`src/include/pis_pkg.sv`:
```
// Constants, codes and register map of the programmable input and preset select block.
//==============================================================================
// Operation
// - Per-input function select; duplicate functions rejected.
// - Function codes decode to fixed functions.
// - Thermistor code accepted on input five only.
// - Inputs default to normally-open operation.
// - Per-input polarity: 00 open, 01 closed.
// - Fault clear and thermistor always normally-open.
// - Clockwise input active drives clockwise, else coast.
// - Anticlockwise input active drives anticlockwise, else coast.
// - Both run inputs active means coast stop.
// - Start source 01 uses terminals, else keypad.
// - Run input active at power-up starts immediately.
// - Polarity change to closed evaluates immediately.
// - Four select bits index normal setpoint or presets.
// - Unassigned select bits read as zero.
// - Jog over nonzero preset over other sources.
// - Live entry writes ignore parameter protection.
// - Live entry only with source 02, stores indexed.
// - Live entry read shows selected frequency.
// - Eight-bit voltage and current scaling, writable running.
// - Setpoint source: 00 pot, 01 analog, 02 keypad.
package pis_pkg;
  //==============================================================================
  // Sizes.
  localparam int NUM_IN   = 6;
  localparam int FREQ_W   = 16;
  localparam int NUM_PRE  = 16;
  //==============================================================================
  // Register indices on the plain register port.
  localparam logic [4:0] REG_FUNC0    = 5'h00;  // 0x00..0x05 function select per input
  localparam logic [4:0] REG_POL0     = 5'h08;  // 0x08..0x0D polarity select per input
  localparam logic [4:0] REG_SP_SRC   = 5'h10;
  localparam logic [4:0] REG_ST_SRC   = 5'h11;
  localparam logic [4:0] REG_V_SCALE  = 5'h12;
  localparam logic [4:0] REG_I_SCALE  = 5'h13;
  localparam logic [4:0] REG_PROTECT  = 5'h14;
  localparam logic [4:0] REG_LIVE     = 5'h15;
  localparam logic [4:0] REG_STATUS   = 5'h16;
  localparam logic [4:0] REG_KEY_RUN  = 5'h17;
  localparam logic [4:0] REG_NORM_SP  = 5'h18;
  localparam logic [4:0] REG_JOG_SP   = 5'h19;
  localparam logic [4:0] REG_PRESET0  = 5'h00;  // Window base for presets, with addr bit 5.
  //==============================================================================
  // Function codes.
  localparam logic [4:0] FN_CW     = 5'h00;
  localparam logic [4:0] FN_CCW    = 5'h01;
  localparam logic [4:0] FN_SEL0   = 5'h02;
  localparam logic [4:0] FN_SEL3   = 5'h05;
  localparam logic [4:0] FN_JOG    = 5'h06;
  localparam logic [4:0] FN_BRAKE  = 5'h07;
  localparam logic [4:0] FN_SET2   = 5'h08;
  localparam logic [4:0] FN_RAMP2  = 5'h09;
  localparam logic [4:0] FN_COAST  = 5'h0B;
  localparam logic [4:0] FN_OFAULT = 5'h0C;
  localparam logic [4:0] FN_RINH   = 5'h0D;
  localparam logic [4:0] FN_PLOCK  = 5'h0F;
  localparam logic [4:0] FN_ILOOP  = 5'h10;
  localparam logic [4:0] FN_FCLR   = 5'h12;
  localparam logic [4:0] FN_THERM  = 5'h13;
  localparam logic [4:0] FN_RAISE  = 5'h1B;
  localparam logic [4:0] FN_LOWER  = 5'h1C;
  localparam int         THERM_IN  = 4;       // Zero-based index of input five.
  // Function reset values for inputs one to six.
  localparam logic [29:0] FUNC_RST = {5'h09, 5'h12, 5'h03, 5'h02, 5'h01, 5'h00};
  //==============================================================================
  // Setting codes and reset values.
  localparam logic [1:0] POL_OPEN   = 2'h0;
  localparam logic [1:0] POL_CLOSED = 2'h1;
  localparam logic [1:0] SRC_POT    = 2'h0;
  localparam logic [1:0] SRC_ANALOG = 2'h1;
  localparam logic [1:0] SRC_KEYPAD = 2'h2;
  localparam logic [1:0] SP_SRC_RST = 2'h1;
  localparam logic [1:0] ST_SRC_TERM = 2'h1;
  localparam logic [1:0] ST_SRC_RST = 2'h1;
  localparam logic [7:0] SCALE_RST  = 8'h80;   // Plain default; real value depends on inverter.
  //==============================================================================
  // Run direction codes.
  typedef enum logic [1:0] {
    PIS_COAST = 2'b00,
    PIS_CW    = 2'b01,
    PIS_CCW   = 2'b10
  } pis_dir_e;
endpackage : pis_pkg

```
`src/logic/pis_in_sync.sv`:
```
// Two-stage synchroniser with polarity correction for one terminal.
`timescale 1ns/1ns
module pis_in_sync
  import pis_pkg::*;
(
  input  wire logic mclk,
  input  wire logic reset,
  input  wire logic pin,
  input  wire logic invert,
  output logic      active
);
  logic meta_q;
  logic sync_q;

  //==============================================================================
  // Synchroniser; the first stage feeds only the second.
  // sync before use
  always_ff @(posedge mclk) begin
    if (reset) begin
      meta_q <= 1'b0;
      sync_q <= 1'b0;
    end else begin
      meta_q <= pin;
      sync_q <= meta_q;
    end
  end

  // Polarity is applied after the flops so a change acts at once.
  // immediate polarity effect
  assign active = sync_q ^ invert;
endmodule : pis_in_sync

```
`src/logic/pis_top.sv`:
```
// Programmable digital inputs, run decode, preset selection and setpoint priority.
//
// The strobed register port and the register addresses were chosen for this implementation.
`timescale 1ns/1ns
module pis_top
  import pis_pkg::*;
(
  input  wire logic              mclk,
  input  wire logic              reset,
  input  wire logic [5:0]        term_in,
  input  wire logic              key_on,
  input  wire logic [FREQ_W-1:0] pot_setpoint,
  input  wire logic [FREQ_W-1:0] volt_setpoint,
  input  wire logic [FREQ_W-1:0] curr_setpoint,
  input  wire logic [5:0]        addr,
  input  wire logic [15:0]       wdata,
  input  wire logic              wr,
  input  wire logic              rd,
  output logic [15:0]            rdata,
  output logic [1:0]             run_dir,
  output logic [FREQ_W-1:0]      freq_setpoint,
  output logic [3:0]             preset_index,
  output logic [7:0]             active_scale,
  output logic [11:0]            func_flags,
  output logic                   config_error
);
  //==============================================================================
  // Settings.
  logic [4:0]        func_q [NUM_IN];
  logic [1:0]        pol_q  [NUM_IN];
  logic [1:0]        sp_src_q;
  logic [1:0]        st_src_q;
  logic [7:0]        v_scale_q;
  logic [7:0]        i_scale_q;
  logic              protect_q;
  logic              key_run_q;
  logic [FREQ_W-1:0] norm_sp_q;
  logic [FREQ_W-1:0] jog_sp_q;
  logic [FREQ_W-1:0] preset_q [NUM_PRE];

  logic [NUM_IN-1:0] act;
  logic [NUM_IN-1:0] invert;
  logic [NUM_IN-1:0] func_ok;
  logic [NUM_IN-1:0] func_wr;
  logic [NUM_IN-1:0] pol_wr;

  //==============================================================================
  // Per-input synchronisation, polarity and write decode.
  // Each terminal has its own synchroniser, so two pins that move together
  // may be seen one edge apart; the run decode does not filter that brief skew.
  genvar gi;
  generate
    for (gi = 0; gi < NUM_IN; gi++) begin : g_in
      // fault clear and thermistor forced open
      assign invert[gi] = (pol_q[gi] == POL_CLOSED) &&
                          (func_q[gi] != FN_FCLR) && (func_q[gi] != FN_THERM);
      pis_in_sync u_sync (
        .mclk   (mclk),
        .reset  (reset),
        .pin    (term_in[gi]),
        .invert (invert[gi]),
        .active (act[gi])
      );
      // Codes past the last defined one are refused outright.
      // thermistor only on input five
      assign func_ok[gi] = (wdata[4:0] <= FN_LOWER) &&
                           ((wdata[4:0] != FN_THERM) || (gi == THERM_IN)) &&
                           !dup_in(wdata[4:0], gi);
      // Protection blocks function and polarity writes like the other settings.
      assign func_wr[gi] = wr && !protect_q && (addr == {1'b0, REG_FUNC0 + 5'(gi)});
      assign pol_wr[gi]  = wr && !protect_q && (addr == {1'b0, REG_POL0 + 5'(gi)});

      always_ff @(posedge mclk) begin
        if (reset) begin
          func_q[gi] <= FUNC_RST[gi*5 +: 5];
        end else if (func_wr[gi] && func_ok[gi]) begin
          func_q[gi] <= wdata[4:0];
        end
      end

      always_ff @(posedge mclk) begin
        if (reset) begin
          pol_q[gi] <= POL_OPEN;
        end else if (pol_wr[gi] && (wdata[1:0] <= POL_CLOSED)) begin
          pol_q[gi] <= wdata[1:0];
        end
      end
    end
  endgenerate

  // True when another input already carries the requested code.
  // The input being written is skipped, so rewriting its own code is allowed.
  function automatic logic dup_in(input logic [4:0] code, input int self);
    logic hit;
    hit = 1'b0;
    for (int k = 0; k < NUM_IN; k++) begin
      if ((k != self) && (func_q[k] == code)) begin
        hit = 1'b1;
      end
    end
    return hit;
  endfunction : dup_in

  // Active level of the input carrying a function, zero if unassigned.
  function automatic logic fn_act(input logic [4:0] code);
    logic v;
    v = 1'b0;
    for (int k = 0; k < NUM_IN; k++) begin
      if (func_q[k] == code) begin
        v = v | act[k];
      end
    end
    return v;
  endfunction : fn_act

  //==============================================================================
  // Function decode.
  logic       cw_act;
  logic       ccw_act;
  logic       jog_act;
  logic       iloop_act;
  logic [3:0] sel;

  assign cw_act    = fn_act(FN_CW);
  assign ccw_act   = fn_act(FN_CCW);
  assign jog_act   = fn_act(FN_JOG);
  assign iloop_act = fn_act(FN_ILOOP);

  generate
    for (gi = 0; gi < 4; gi++) begin : g_sel
      assign sel[gi] = fn_act(FN_SEL0 + 5'(gi));
    end
  endgenerate

  // Duplicate assignment can only arise from a bad reset image; it is flagged.
  // Writes already refuse both faults, so this flag is only a safety net.
  logic cfg_err_d;
  always_comb begin
    cfg_err_d = 1'b0;
    for (int a = 0; a < NUM_IN; a++) begin
      for (int b = a + 1; b < NUM_IN; b++) begin
        if (func_q[a] == func_q[b]) begin
          cfg_err_d = 1'b1;
        end
      end
      if ((func_q[a] == FN_THERM) && (a != THERM_IN)) begin
        cfg_err_d = 1'b1;
      end
    end
  end

  //==============================================================================
  // Keypad on key comes from the panel, so it passes two flops like a terminal.
  logic key_act;
  pis_in_sync u_key_sync (
    .mclk   (mclk),
    .reset  (reset),
    .pin    (key_on),
    .invert (1'b0),
    .active (key_act)
  );

  //==============================================================================
  // Run decision. Level sensitive, so an input already active runs at once.
  // The keypad start runs clockwise only; the panel offers no reverse.
  pis_dir_e dir_d;
  always_comb begin
    dir_d = PIS_COAST;
    if (st_src_q == ST_SRC_TERM) begin
      if (cw_act && !ccw_act) begin
        dir_d = PIS_CW;
      end else if (ccw_act && !cw_act) begin
        dir_d = PIS_CCW;
      end
    end else if (key_run_q) begin
      dir_d = PIS_CW;
    end
  end

  //==============================================================================
  // Setpoint selection.
  // The preset table is read by the live index, so a new selection acts next edge.
  logic [FREQ_W-1:0] base_sp;
  logic [FREQ_W-1:0] sp_d;
  always_comb begin
    unique case (sp_src_q)
      SRC_POT:    base_sp = pot_setpoint;
      SRC_ANALOG: base_sp = iloop_act ? curr_setpoint : volt_setpoint;
      default:    base_sp = norm_sp_q;
    endcase
    if (jog_act) begin
      sp_d = jog_sp_q;
    end else if (sel != 4'h0) begin
      sp_d = preset_q[sel];
    end else begin
      sp_d = base_sp;
    end
  end

  //==============================================================================
  // Outputs, all registered.
  // Registering costs one cycle of latency but keeps decode glitches off the pins.
  always_ff @(posedge mclk) begin
    if (reset) begin
      run_dir       <= PIS_COAST;
      freq_setpoint <= '0;
      preset_index  <= 4'h0;
      active_scale  <= SCALE_RST;
      func_flags    <= 12'h000;
      config_error  <= 1'b0;
    end else begin
      run_dir       <= dir_d;
      freq_setpoint <= sp_d;
      preset_index  <= sel;
      active_scale  <= iloop_act ? i_scale_q : v_scale_q;
      func_flags    <= {fn_act(FN_LOWER), fn_act(FN_RAISE), fn_act(FN_THERM),
                        fn_act(FN_FCLR), iloop_act, fn_act(FN_PLOCK), fn_act(FN_RINH),
                        fn_act(FN_OFAULT), fn_act(FN_COAST), fn_act(FN_RAMP2),
                        fn_act(FN_SET2), fn_act(FN_BRAKE)};
      config_error  <= cfg_err_d;
    end
  end

  //==============================================================================
  // Global settings. Protection blocks writes except live entry, protection and key run.
  logic wr_ok;
  assign wr_ok = wr && !protect_q;
  always_ff @(posedge mclk) begin
    if (reset) begin
      sp_src_q  <= SP_SRC_RST;
      st_src_q  <= ST_SRC_RST;
      v_scale_q <= SCALE_RST;
      i_scale_q <= SCALE_RST;
      protect_q <= 1'b0;
      key_run_q <= 1'b0;
      norm_sp_q <= '0;
      jog_sp_q  <= '0;
    end else begin
      if (wr && (addr == {1'b0, REG_PROTECT})) begin
        protect_q <= wdata[0];
      end
      if (wr && (addr == {1'b0, REG_KEY_RUN})) begin
        key_run_q <= wdata[0];
      end
      if (wr_ok && (addr == {1'b0, REG_SP_SRC}) && (wdata[1:0] <= SRC_KEYPAD)) begin
        sp_src_q <= wdata[1:0];
      end
      if (wr_ok && (addr == {1'b0, REG_ST_SRC})) begin
        st_src_q <= wdata[1:0];
      end
      if (wr_ok && (addr == {1'b0, REG_V_SCALE})) begin
        v_scale_q <= wdata[7:0];
      end
      if (wr_ok && (addr == {1'b0, REG_I_SCALE})) begin
        i_scale_q <= wdata[7:0];
      end
      if (wr_ok && (addr == {1'b0, REG_NORM_SP})) begin
        norm_sp_q <= wdata;
      end
      if (wr_ok && (addr == {1'b0, REG_JOG_SP})) begin
        jog_sp_q <= wdata;
      end
      // A key press wins over a clearing write in the same cycle.
      if (key_act) begin
        key_run_q <= 1'b1;
      end
    end
  end

  //==============================================================================
  // Preset storage; entry 0 is unused because index 0 is the normal setpoint.
  // Entry 0 never takes a write, so it reads as zero through the window.
  logic live_wr;
  assign live_wr = wr && (addr == {1'b0, REG_LIVE}) && (sp_src_q == SRC_KEYPAD);
  generate
    for (gi = 0; gi < NUM_PRE; gi++) begin : g_pre
      always_ff @(posedge mclk) begin
        if (reset) begin
          preset_q[gi] <= '0;
        end else if (wr_ok && addr[5] && (addr[3:0] == 4'(gi)) && (gi != 0)) begin
          preset_q[gi] <= wdata;
        end else if (live_wr && (sel == 4'(gi)) && (gi != 0)) begin
          preset_q[gi] <= wdata;
        end else if (live_wr && (sel == 4'(gi))) begin
          preset_q[gi] <= preset_q[gi];
        end
      end
    end
  endgenerate

  //==============================================================================
  // Read port, data one cycle after the strobe; unmapped reads zero, but 0x30..0x3F mirror the presets.
  // Reads have no side effects, so software may poll the status word freely.
  logic [15:0] rd_d;
  always_comb begin
    rd_d = 16'h0000;
    if (addr[5]) begin
      rd_d = preset_q[addr[3:0]];
    end else if (addr[4:3] == 2'b00 && addr[2:0] < 3'h6) begin
      rd_d = {11'h000, func_q[addr[2:0]]};
    end else if (addr[4:3] == 2'b01 && addr[2:0] < 3'h6) begin
      rd_d = {14'h0000, pol_q[addr[2:0]]};
    end else begin
      unique case (addr[4:0])
        REG_SP_SRC:  rd_d = {14'h0000, sp_src_q};
        REG_ST_SRC:  rd_d = {14'h0000, st_src_q};
        REG_V_SCALE: rd_d = {8'h00, v_scale_q};
        REG_I_SCALE: rd_d = {8'h00, i_scale_q};
        REG_PROTECT: rd_d = {15'h0000, protect_q};
        REG_LIVE:    rd_d = freq_setpoint;
        REG_STATUS:  rd_d = {3'h0, config_error, preset_index, run_dir, act};
        REG_KEY_RUN: rd_d = {15'h0000, key_run_q};
        REG_NORM_SP: rd_d = norm_sp_q;
        REG_JOG_SP:  rd_d = jog_sp_q;
        default:     rd_d = 16'h0000;
      endcase
    end
  end

  // Read data is zero outside the answer cycle, so stale values never linger.
  always_ff @(posedge mclk) begin
    if (reset) begin
      rdata <= 16'h0000;
    end else begin
      rdata <= rd ? rd_d : 16'h0000;
    end
  end
endmodule : pis_top

```
`config.mk`:
```
export PLATFORM = sky130hd
export DESIGN_NAME = pis_top
export DESIGN_NICKNAME = d
export VERILOG_FILES = /design/src/include/pis_pkg.sv /design/src/logic/pis_in_sync.sv /design/src/logic/pis_top.sv
export SDC_FILE = /design/constraint.sdc
export NUM_CORES = 1
export LEC_CHECK = 0
export ABC_AREA = 1
export BUFFER_PORTS_ARGS = -buffer_cell sky130_fd_sc_hd__buf_2
export CAP_MARGIN = 5
export CORE_MARGIN = 2
export CORE_UTILIZATION = 50
export CTS_CLUSTER_DIAMETER = 30
export DETAILED_ROUTE_END_ITERATION = 8
export PLACE_DENSITY = 0.68
export SLEW_MARGIN = 20
export SYNTH_ARGS = -nofsm -noshare
export SYNTH_HDL_FRONTEND = slang
export SYNTH_HIERARCHICAL = 1
export SYNTH_SLANG_ARGS = --single-unit
```
`constraint.sdc`:
```
create_clock -name mclk -period 10.5 [get_ports mclk]
set_input_delay 1.575 -clock mclk [delete_from_list [all_inputs] [get_ports mclk]]
set_output_delay 1.575 -clock mclk [all_outputs]
set_load 0.005 [all_outputs]
```
==> qor.txt, run 1 <==
Status: finished clean
Max Buffers Root-to-Sink: 3
Worst-path fanout max: 60
Main synth FF type: edfxtp_1
Drt via density: 6.285
CP arrival: 6.42 ns
First-pass GRT wire length: 142800 µm
Avg Inst Size Synth: 7.941 µm²
Slowest CP cell: nand2_1
CTS tree: built
Synth Instances: 3012
DIE AREA: 49600 µm²
Post-DP HPWL: 67070 µm
Slew Limit Fails: 0
Synth warnings: 6
H-tree Lvls: 3
# setup viols final: 0
Fin crit share: 58.77%
First-pass DRT Iterations: 7
Ys async rst share: 0%
M1 WL: 38970 µm
Antenna-violating nets left: 0
Clk sinks: 409
Post-CTS setup buffers: 0
HP Class: flip-flop to flip-flop
Layout cell share with drive strength beyond 1: 16.29%
Cells along the critical path: nor2_2 > inv_1 > nor4_1 > nor4_1 > nand2_1 > nand2_1 > inv_2 > nor2_4 > nand3_1 > nand2_2 > nor2_4 > buf_4 > nand2_4 > inv_2 > nand2_4 > nor2_4 > inv_1 > o22ai_1 > nand2_1 > nand2_1
Core Region: 47450 µm²
RR Startpoint: func_q[5][3]
Post-synth top area share: 35.40%
Final Hold Fails: 0
Fin crit period: 6.171 ns
Worst R2R Path Depth: 20
DR WL met3: 13800 µm
RSZ-0062 raised after global routing: false
Setup TNS: 0 ns
Post-Syn Area: 23920 µm²
Tot GR Track Use: 38.69%
Clock-pin slew on the worst setup and hold paths: 0.05 ns
Boundary pin count: 140
Syn-to-layout area delta: 15.90%
Reg2Reg Capture Point: preset_q[8][11]
Largest area contributor in the netlist: edfxtp_1
Highest clock rate: 0.1621 GHz
Slew headroom: 24.40%
CP Capture Point: preset_q[8][11]
Data required, critical path: 10.75 ns
Drt wl/cell: 25.91 µm
CTS Hold Buffers Added: 0
Congestion Overflow GR: 0
Netlist cell types: 68
Root buf cell: clkbuf_16
CP bufs+invs: 5
Vias in the first global route: 21941
Max Cap Violations: 0
Num rows: 80
Leakage: 11.57 nW
Reg2Reg Setup Slack: 4.33 ns
Post-synthesis sequential area ratio: 46.03%
Design Power: 5.329 mW
Max Used Layer: met5
CP startpoint kind: flip-flop
Synth top area cells: edfxtp_1 (35%), nand2_1 (12%), dfxtp_1 (11%)
#FFs+latches synth: 409
Via count: 23676
Routability-driven placement congestion ratio: 1.008
Initial DRC count: 4115
DR WL met2: 41340 µm
Cell mode on critical path: nand2_1
Clk Latency, worst-skew pair: 0.64 ns
Initial core utilization: 50.41%
CTS resizes: 0
Die H: 222.7 µm
# DRC: 0
Crit. path cell count: 20
Num CTS Buffers: 90
Clock Skew: 0.03080 ns
Port buffer count: 139
Crit path launch: func_q[5][3]
Worst IR Drop VDD: 171.0 µV
Crit path max-delay family: simple AND/OR/NAND/NOR gates
Pin count of the biggest net entering global routing: 92
Least-Margin Pin Slew: 1.130 ns
Final net count: 3160
Critical path type: flip-flop to flip-flop
Crit path capture type: flip-flop
Power density cells: 192.2 nW/µm²
Drt total wl: 97610 µm
CP max stage delay: 0.75 ns
Post-synth EDFFs: 282
Initial antenna violation count: 4
Die X: 222.7 µm
==> Yosys cell counts (all sizes together) (10+ instances only) <==
master	count
nand2	823
nor2	470
edfxtp	282
nand3	209
inv	163
a21oi	157
a22oi	135
o21ai	131
dfxtp	127
buf	120
clkbuf	87
nor3	46
xnor2	37
o22ai	31
nand4	30
xor2	26
clkinv	15
o21bai	14
or2	13
nor4	12
o31ai	11
a31oi	10
==> cells in the final DEF (no fill, tap or decap), drive strengths merged, types with 14 or more instances in the layout <==
cell,Yosys,layout
inv,163,171
xor2,26,26
a21oi,157,157
buf,120,175
nand3,209,209
nor3,46,46
nor2,470,470
o21bai,14,14
xnor2,37,37
dfxtp,127,127
nand2,823,823
edfxtp,282,282
clkinv,15,45
o21ai,131,131
nand4,30,30
clkbuf,87,106
a22oi,135,135
o22ai,31,31
==> final cells by class <==
cell class	count	area, µm²
clock inverters	57	696.9
diodes	2	5.005
inverters	178	689.4
clock buffers	106	2417
repair buffers	175	973.4
multi-input cells	2225	11160
well taps	615	769.5
flip-flops and latches	409	11010
fillers	4318	19720
==> cell families (layout without fill, tap and decap cells) <==
group | after synthesis | after routing | synth area share (%)
DFF | 409 | 409 | 46.03
other | 1 | 10 | 0.01568
and+or+nand+nor | 1616 | 1616 | 29.59
xor gates and xnor gates | 63 | 63 | 2.307
buffers and inverters | 385 | 516 | 7.533
AOI/OAI and AO/OA | 538 | 538 | 14.52
==> sequential cells by signal, summed over array words and instances, names as in the netlist, 2 cells and up <==
name                count
preset_q              240
func_q                 30
freq_setpoint          16
jog_sp_q               16
norm_sp_q              16
rdata                  16
func_flags             12
pol_q                  12
active_scale            8
i_scale_q               8
v_scale_q               8
g_in.u_sync/meta_q      6
g_in.u_sync/sync_q      6
preset_index            4
run_dir                 2
sp_src_q                2
st_src_q                2
==> worst min path at each step <==
stage / to / cells after the start / start
3_3_place_gp: g_in[1].u_sync/sync_q / 2 / g_in[1].u_sync/meta_q
5_1_grt: g_in[0].u_sync/sync_q / 2 / g_in[0].u_sync/meta_q
6_report: g_in[0].u_sync/sync_q / 2 / g_in[0].u_sync/meta_q
4_1_cts: g_in[0].u_sync/sync_q / 2 / g_in[0].u_sync/meta_q
2_1_floorplan: g_in[0].u_sync/sync_q / 2 / g_in[0].u_sync/meta_q
3_5_place_dp: g_in[0].u_sync/sync_q / 2 / g_in[0].u_sync/meta_q
==> stage by stage <==
step                      cell area [µm²]  std cells  util (%)  setup WS, ns  hold slack, ns
after global placement              24580       3601     51.81         4.675          0.3967
after floorplan                     23950       3019         -         6.398          0.3883
after global routing                27720       3765     58.42         4.018          0.4203
after CTS                           27710       3765     58.40         4.588          0.4076
final                               27720       3767     58.43         4.329          0.4045
after detailed placement            24600       3602     51.84         4.613          0.3998
==> report_power, final <==
| part | total [mW] | switching [mW] | internal [mW] |
|---|---|---|---|
| Sequential | 1.88 | 0.0676 | 1.81 |
| Clock | 2.88 | 0.923 | 1.96 |
| Combinational | 0.570 | 0.411 | 0.160 |
==> tightest hold or removal path, stage by stage, from the launching register on <==
cell and delay, ns:
dfxtp_1 0.29, inv_1 0.04, nor2_1 0.03
==> per-layer routing <==
layer  track usage, %  vias to the layer above
li1                 -                    10371
met1            54.44                    11221
met2            56.26                     1840
met3            11.74                      240
met4            13.81                        4
met5                0                        -
(Power assumes the default switching activity.)
==> inputs of run 2 (changes only) <==
--- a/config.mk
+++ b/config.mk
@@ -12,7 +12,7 @@
 export CORE_UTILIZATION = 50
 export CTS_CLUSTER_DIAMETER = 30
 export DETAILED_ROUTE_END_ITERATION = 8
-export PLACE_DENSITY = 0.68
+export PLACE_DENSITY = 0.7
 export SLEW_MARGIN = 20
 export SYNTH_ARGS = -nofsm -noshare
 export SYNTH_HDL_FRONTEND = slang
==> constraint.sdc (replaced) <==
create_clock -name mclk -period 5.2 [get_ports mclk]
set_input_delay 0.78 -clock mclk [delete_from_list [all_inputs] [get_ports mclk]]
set_output_delay 0.78 -clock mclk [all_outputs]
set_load 0.005 [all_outputs]
==> run 2 against run 1 <==
Compared with the run above:
- clock skew fell by 0.0052 ns
- sequential cell count stayed put
- critical path depth increased by 2
- register-to-register slack got worse by 3.7 ns
- non-clock buffer count is 33 higher
- via count rose by 2.8%
- core utilization increased by 1.1 points
- clock power rose by 110%
- count of clock-buffer cells in the layout rose by 6
- sequential share of layout area decreased by 0.74 points
- critical endpoint is now freq_setpoint[4]
==> qor.txt, run 2 (synthesized netlist as in run 1, its figures left out) <==
Core Util, Final: 59.53% (+1.1 points)
Least-Margin Pin Slew: 1.186 ns (+0.05574 ns)
Die H: 222.7 µm (unchanged)
Die X: 222.7 µm (unchanged)
Highest clock rate: 0.2181 GHz (+35%)
Most common cell after layout, fill and taps aside: nand2_1
Via count: 24336 (+2.8%)
First-pass GRT wire length: 146000 µm (+2.3%)
Clock-pin slew on the worst setup and hold paths: 0.05 ns (about the same)
ANT cells: 0 (-2)
Power density cells: 394.6 nW/µm² (+110%)
RSZ-0062 raised after global routing: false
Worst IR Drop VDD: 360.6 µV (+110%)
Num CTS Buffers: 94 (+4.4%)
Fin crit share: 88.18% (+29 points)
Sw Share: 26.88% (+0.57 points)
Biggest regs: preset_q x240, func_q x30
Post-CTS setup buffers: 0 (unchanged)
Slew headroom: 20.47% (-3.9 points)
Power Internal: 8.150 mW (+110%)
Congestion Overflow GR: 0 (unchanged)
Num rows: 80 (unchanged)
Clock Skew: 0.02564 ns (-0.005160 ns)
Core Region: 47450 µm² (unchanged)
Vias in the first global route: 22440 (+2.3%)
Most flop-heavy register: preset_q
Max Buffers Root-to-Sink: 3 (unchanged)
Clock power frac: 55.3% (+1.2 points)
First-pass DRT Iterations: 6 (-1)
Port buffer count: 139 (unchanged)
CTS tree: built
CP startpoint kind: flip-flop
Antenna-violating nets left: 0 (unchanged)
Drt total wl: 100200 µm (+2.7%)
Design Power: 11.15 mW (+110%)
Boundary pin count: 140 (unchanged)
Switching pwr: 2.996 mW (+110%)
Initial core utilization: 50.41% (unchanged)
Finished Layout Cells: 3812 (+1.2%)
Combinational fraction of design power: 10.8% (about the same)
Routability-driven placement congestion ratio: 1.009 (about the same)
Slew Limit Fails: 0 (unchanged)
Final net count: 3197 (+1.2%)
Flop pwr share: 33.9% (-1.3 points)
# DRC: 0 (unchanged)
Fill cells: 4188 (-3.0%)
Fin crit period: 4.585 ns (-1.585 ns)
CTS Hold Buffers Added: 0 (unchanged)
Initial DRC count: 4418 (+7.4%)
DIE AREA: 49600 µm² (unchanged)
Status: finished clean
Leakage: 11.84 nW (+2.4%)
CP arrival: 5.15 ns (-1.27 ns)
Crit path capture type: flip-flop
Layout cell share with drive strength beyond 1: 17.17% (+0.89 points)
Critical path type: flip-flop to flip-flop
# setup viols final: 0 (unchanged)
Syn-to-layout area delta: 18.09%
Most frequent cells in the layout: nand2_1 (792), nor2_1 (416), edfxtp_1 (282), nand3_1 (197), a21oi_1 (150)
Hold slack: 0.3400 ns (-0.06454 ns)
Clk sinks: 409 (unchanged)
Max Cap Violations: 0 (unchanged)
Max reg flops: 240 (unchanged)
Drt wl/cell: 26.30 µm (+1.5%)
H-tree Lvls: 3 (unchanged)
Final Hold Fails: 0 (unchanged)
Initial antenna violation count: 4 (unchanged)
Worst-path fanout max: 122 (+100%)
CTS resizes: 0 (unchanged)
Root buf cell: clkbuf_16
Drt via density: 6.384 (+1.6%)
Post-DP HPWL: 68130 µm (+1.6%)
Setup TNS: 0 ns (unchanged)
Data required, critical path: 5.77 ns (-4.98 ns)
Clk Latency, worst-skew pair: 0.65 ns (about the same)
HP Class: input port to flip-flop
Tot GR Track Use: 39.78% (+1.1 points)
Placed Instances: 3635 (+0.92%)
Pin count of the biggest net entering global routing: 123 (+34%)
run 2: cell count changes in the layout (fill, tap and decap cells not counted), moves of 3 or more:
cell	previous run	this run
clkbuf_16	94	98
buf_12	0	7
clkbuf_1	10	13
clkinv_4	4	11
clkinv_1	24	29
clkinv_2	15	10
buf_4	35	62
run 2: power by group through the flow:
stage	registers (mW)	logic [mW]	clock network [mW]
floorplan	3.77	0.750	0
global placement	3.81	1.13	0
detailed placement	3.82	1.14	0
CTS	3.77	1.15	6.15
global route	3.78	1.27	6.34
finish	3.77	1.20	6.17
run 2: path summary, 6_finish.rpt:
path                    startpoint                    end  slack (ns)  cells past startpoint
max                   func_q[5][3]       freq_setpoint[4]        0.61                     22
min                     term_in[5]  g_in[5].u_sync/meta_q        0.34                      3
max reg2reg           func_q[5][3]       freq_setpoint[4]        0.61                     22
min reg2reg  g_in[2].u_sync/meta_q  g_in[2].u_sync/sync_q        0.41                      2
run 2: through the flow:
stage / instance area, µm² / setup WS, ns
after floorplan: 23950 / 1.343
after global placement: 24920 / 0.7300
after detailed placement: 24920 / 0.7855
after CTS: 28240 / 0.7706
after global routing: 28250 / 0.4629
final: 28250 / 0.6146
run 2: layout make-up:
| class | count | area, µm² | share of cell area [%] |
|---|---|---|---|
| tap | 615 | 769.5 | 2.724 |
| inverter | 178 | 689.4 | 2.441 |
| clock inverter | 65 | 804.5 | 2.848 |
| multi-input combinational | 2225 | 11160 | 39.50 |
| clock buffer | 112 | 2515 | 8.904 |
| timing repair buffer | 208 | 1301 | 4.607 |
| sequential | 409 | 11010 | 38.98 |
run 2: worst max-delay path: stages (launching register included):
cell	delay [ns]
edfxtp_1	0.59
nor2_2	0.36
inv_1	0.13
nor4_1	0.53
nor4_1	0.13
inv_1	0.08
nand2_1	0.04
nand2_1	0.32
inv_2	0.08
nor2_4	0.17
nand3_1	0.13
nand2_2	0.13
nor2_4	0.06
nand2_4	0.17
buf_12	0.50
nand2_1	0.11
nand2_1	0.11
nand2_1	0.10
nand2_1	0.13
nand2_1	0.14
nand2_1	0.18
o21bai_2	0.07
a21oi_1	0.15
run 2: routing by layer:
metal / GRT usage, % / vias to the layer above / wire length, µm
met5: 0 / - / 55
met4: 12.71 / 8 / 3646
met3: 15.04 / 319 / 16300
met2: 56.17 / 2118 / 40680
met1: 56.09 / 11446 / 39570
li1: - / 10445 / -
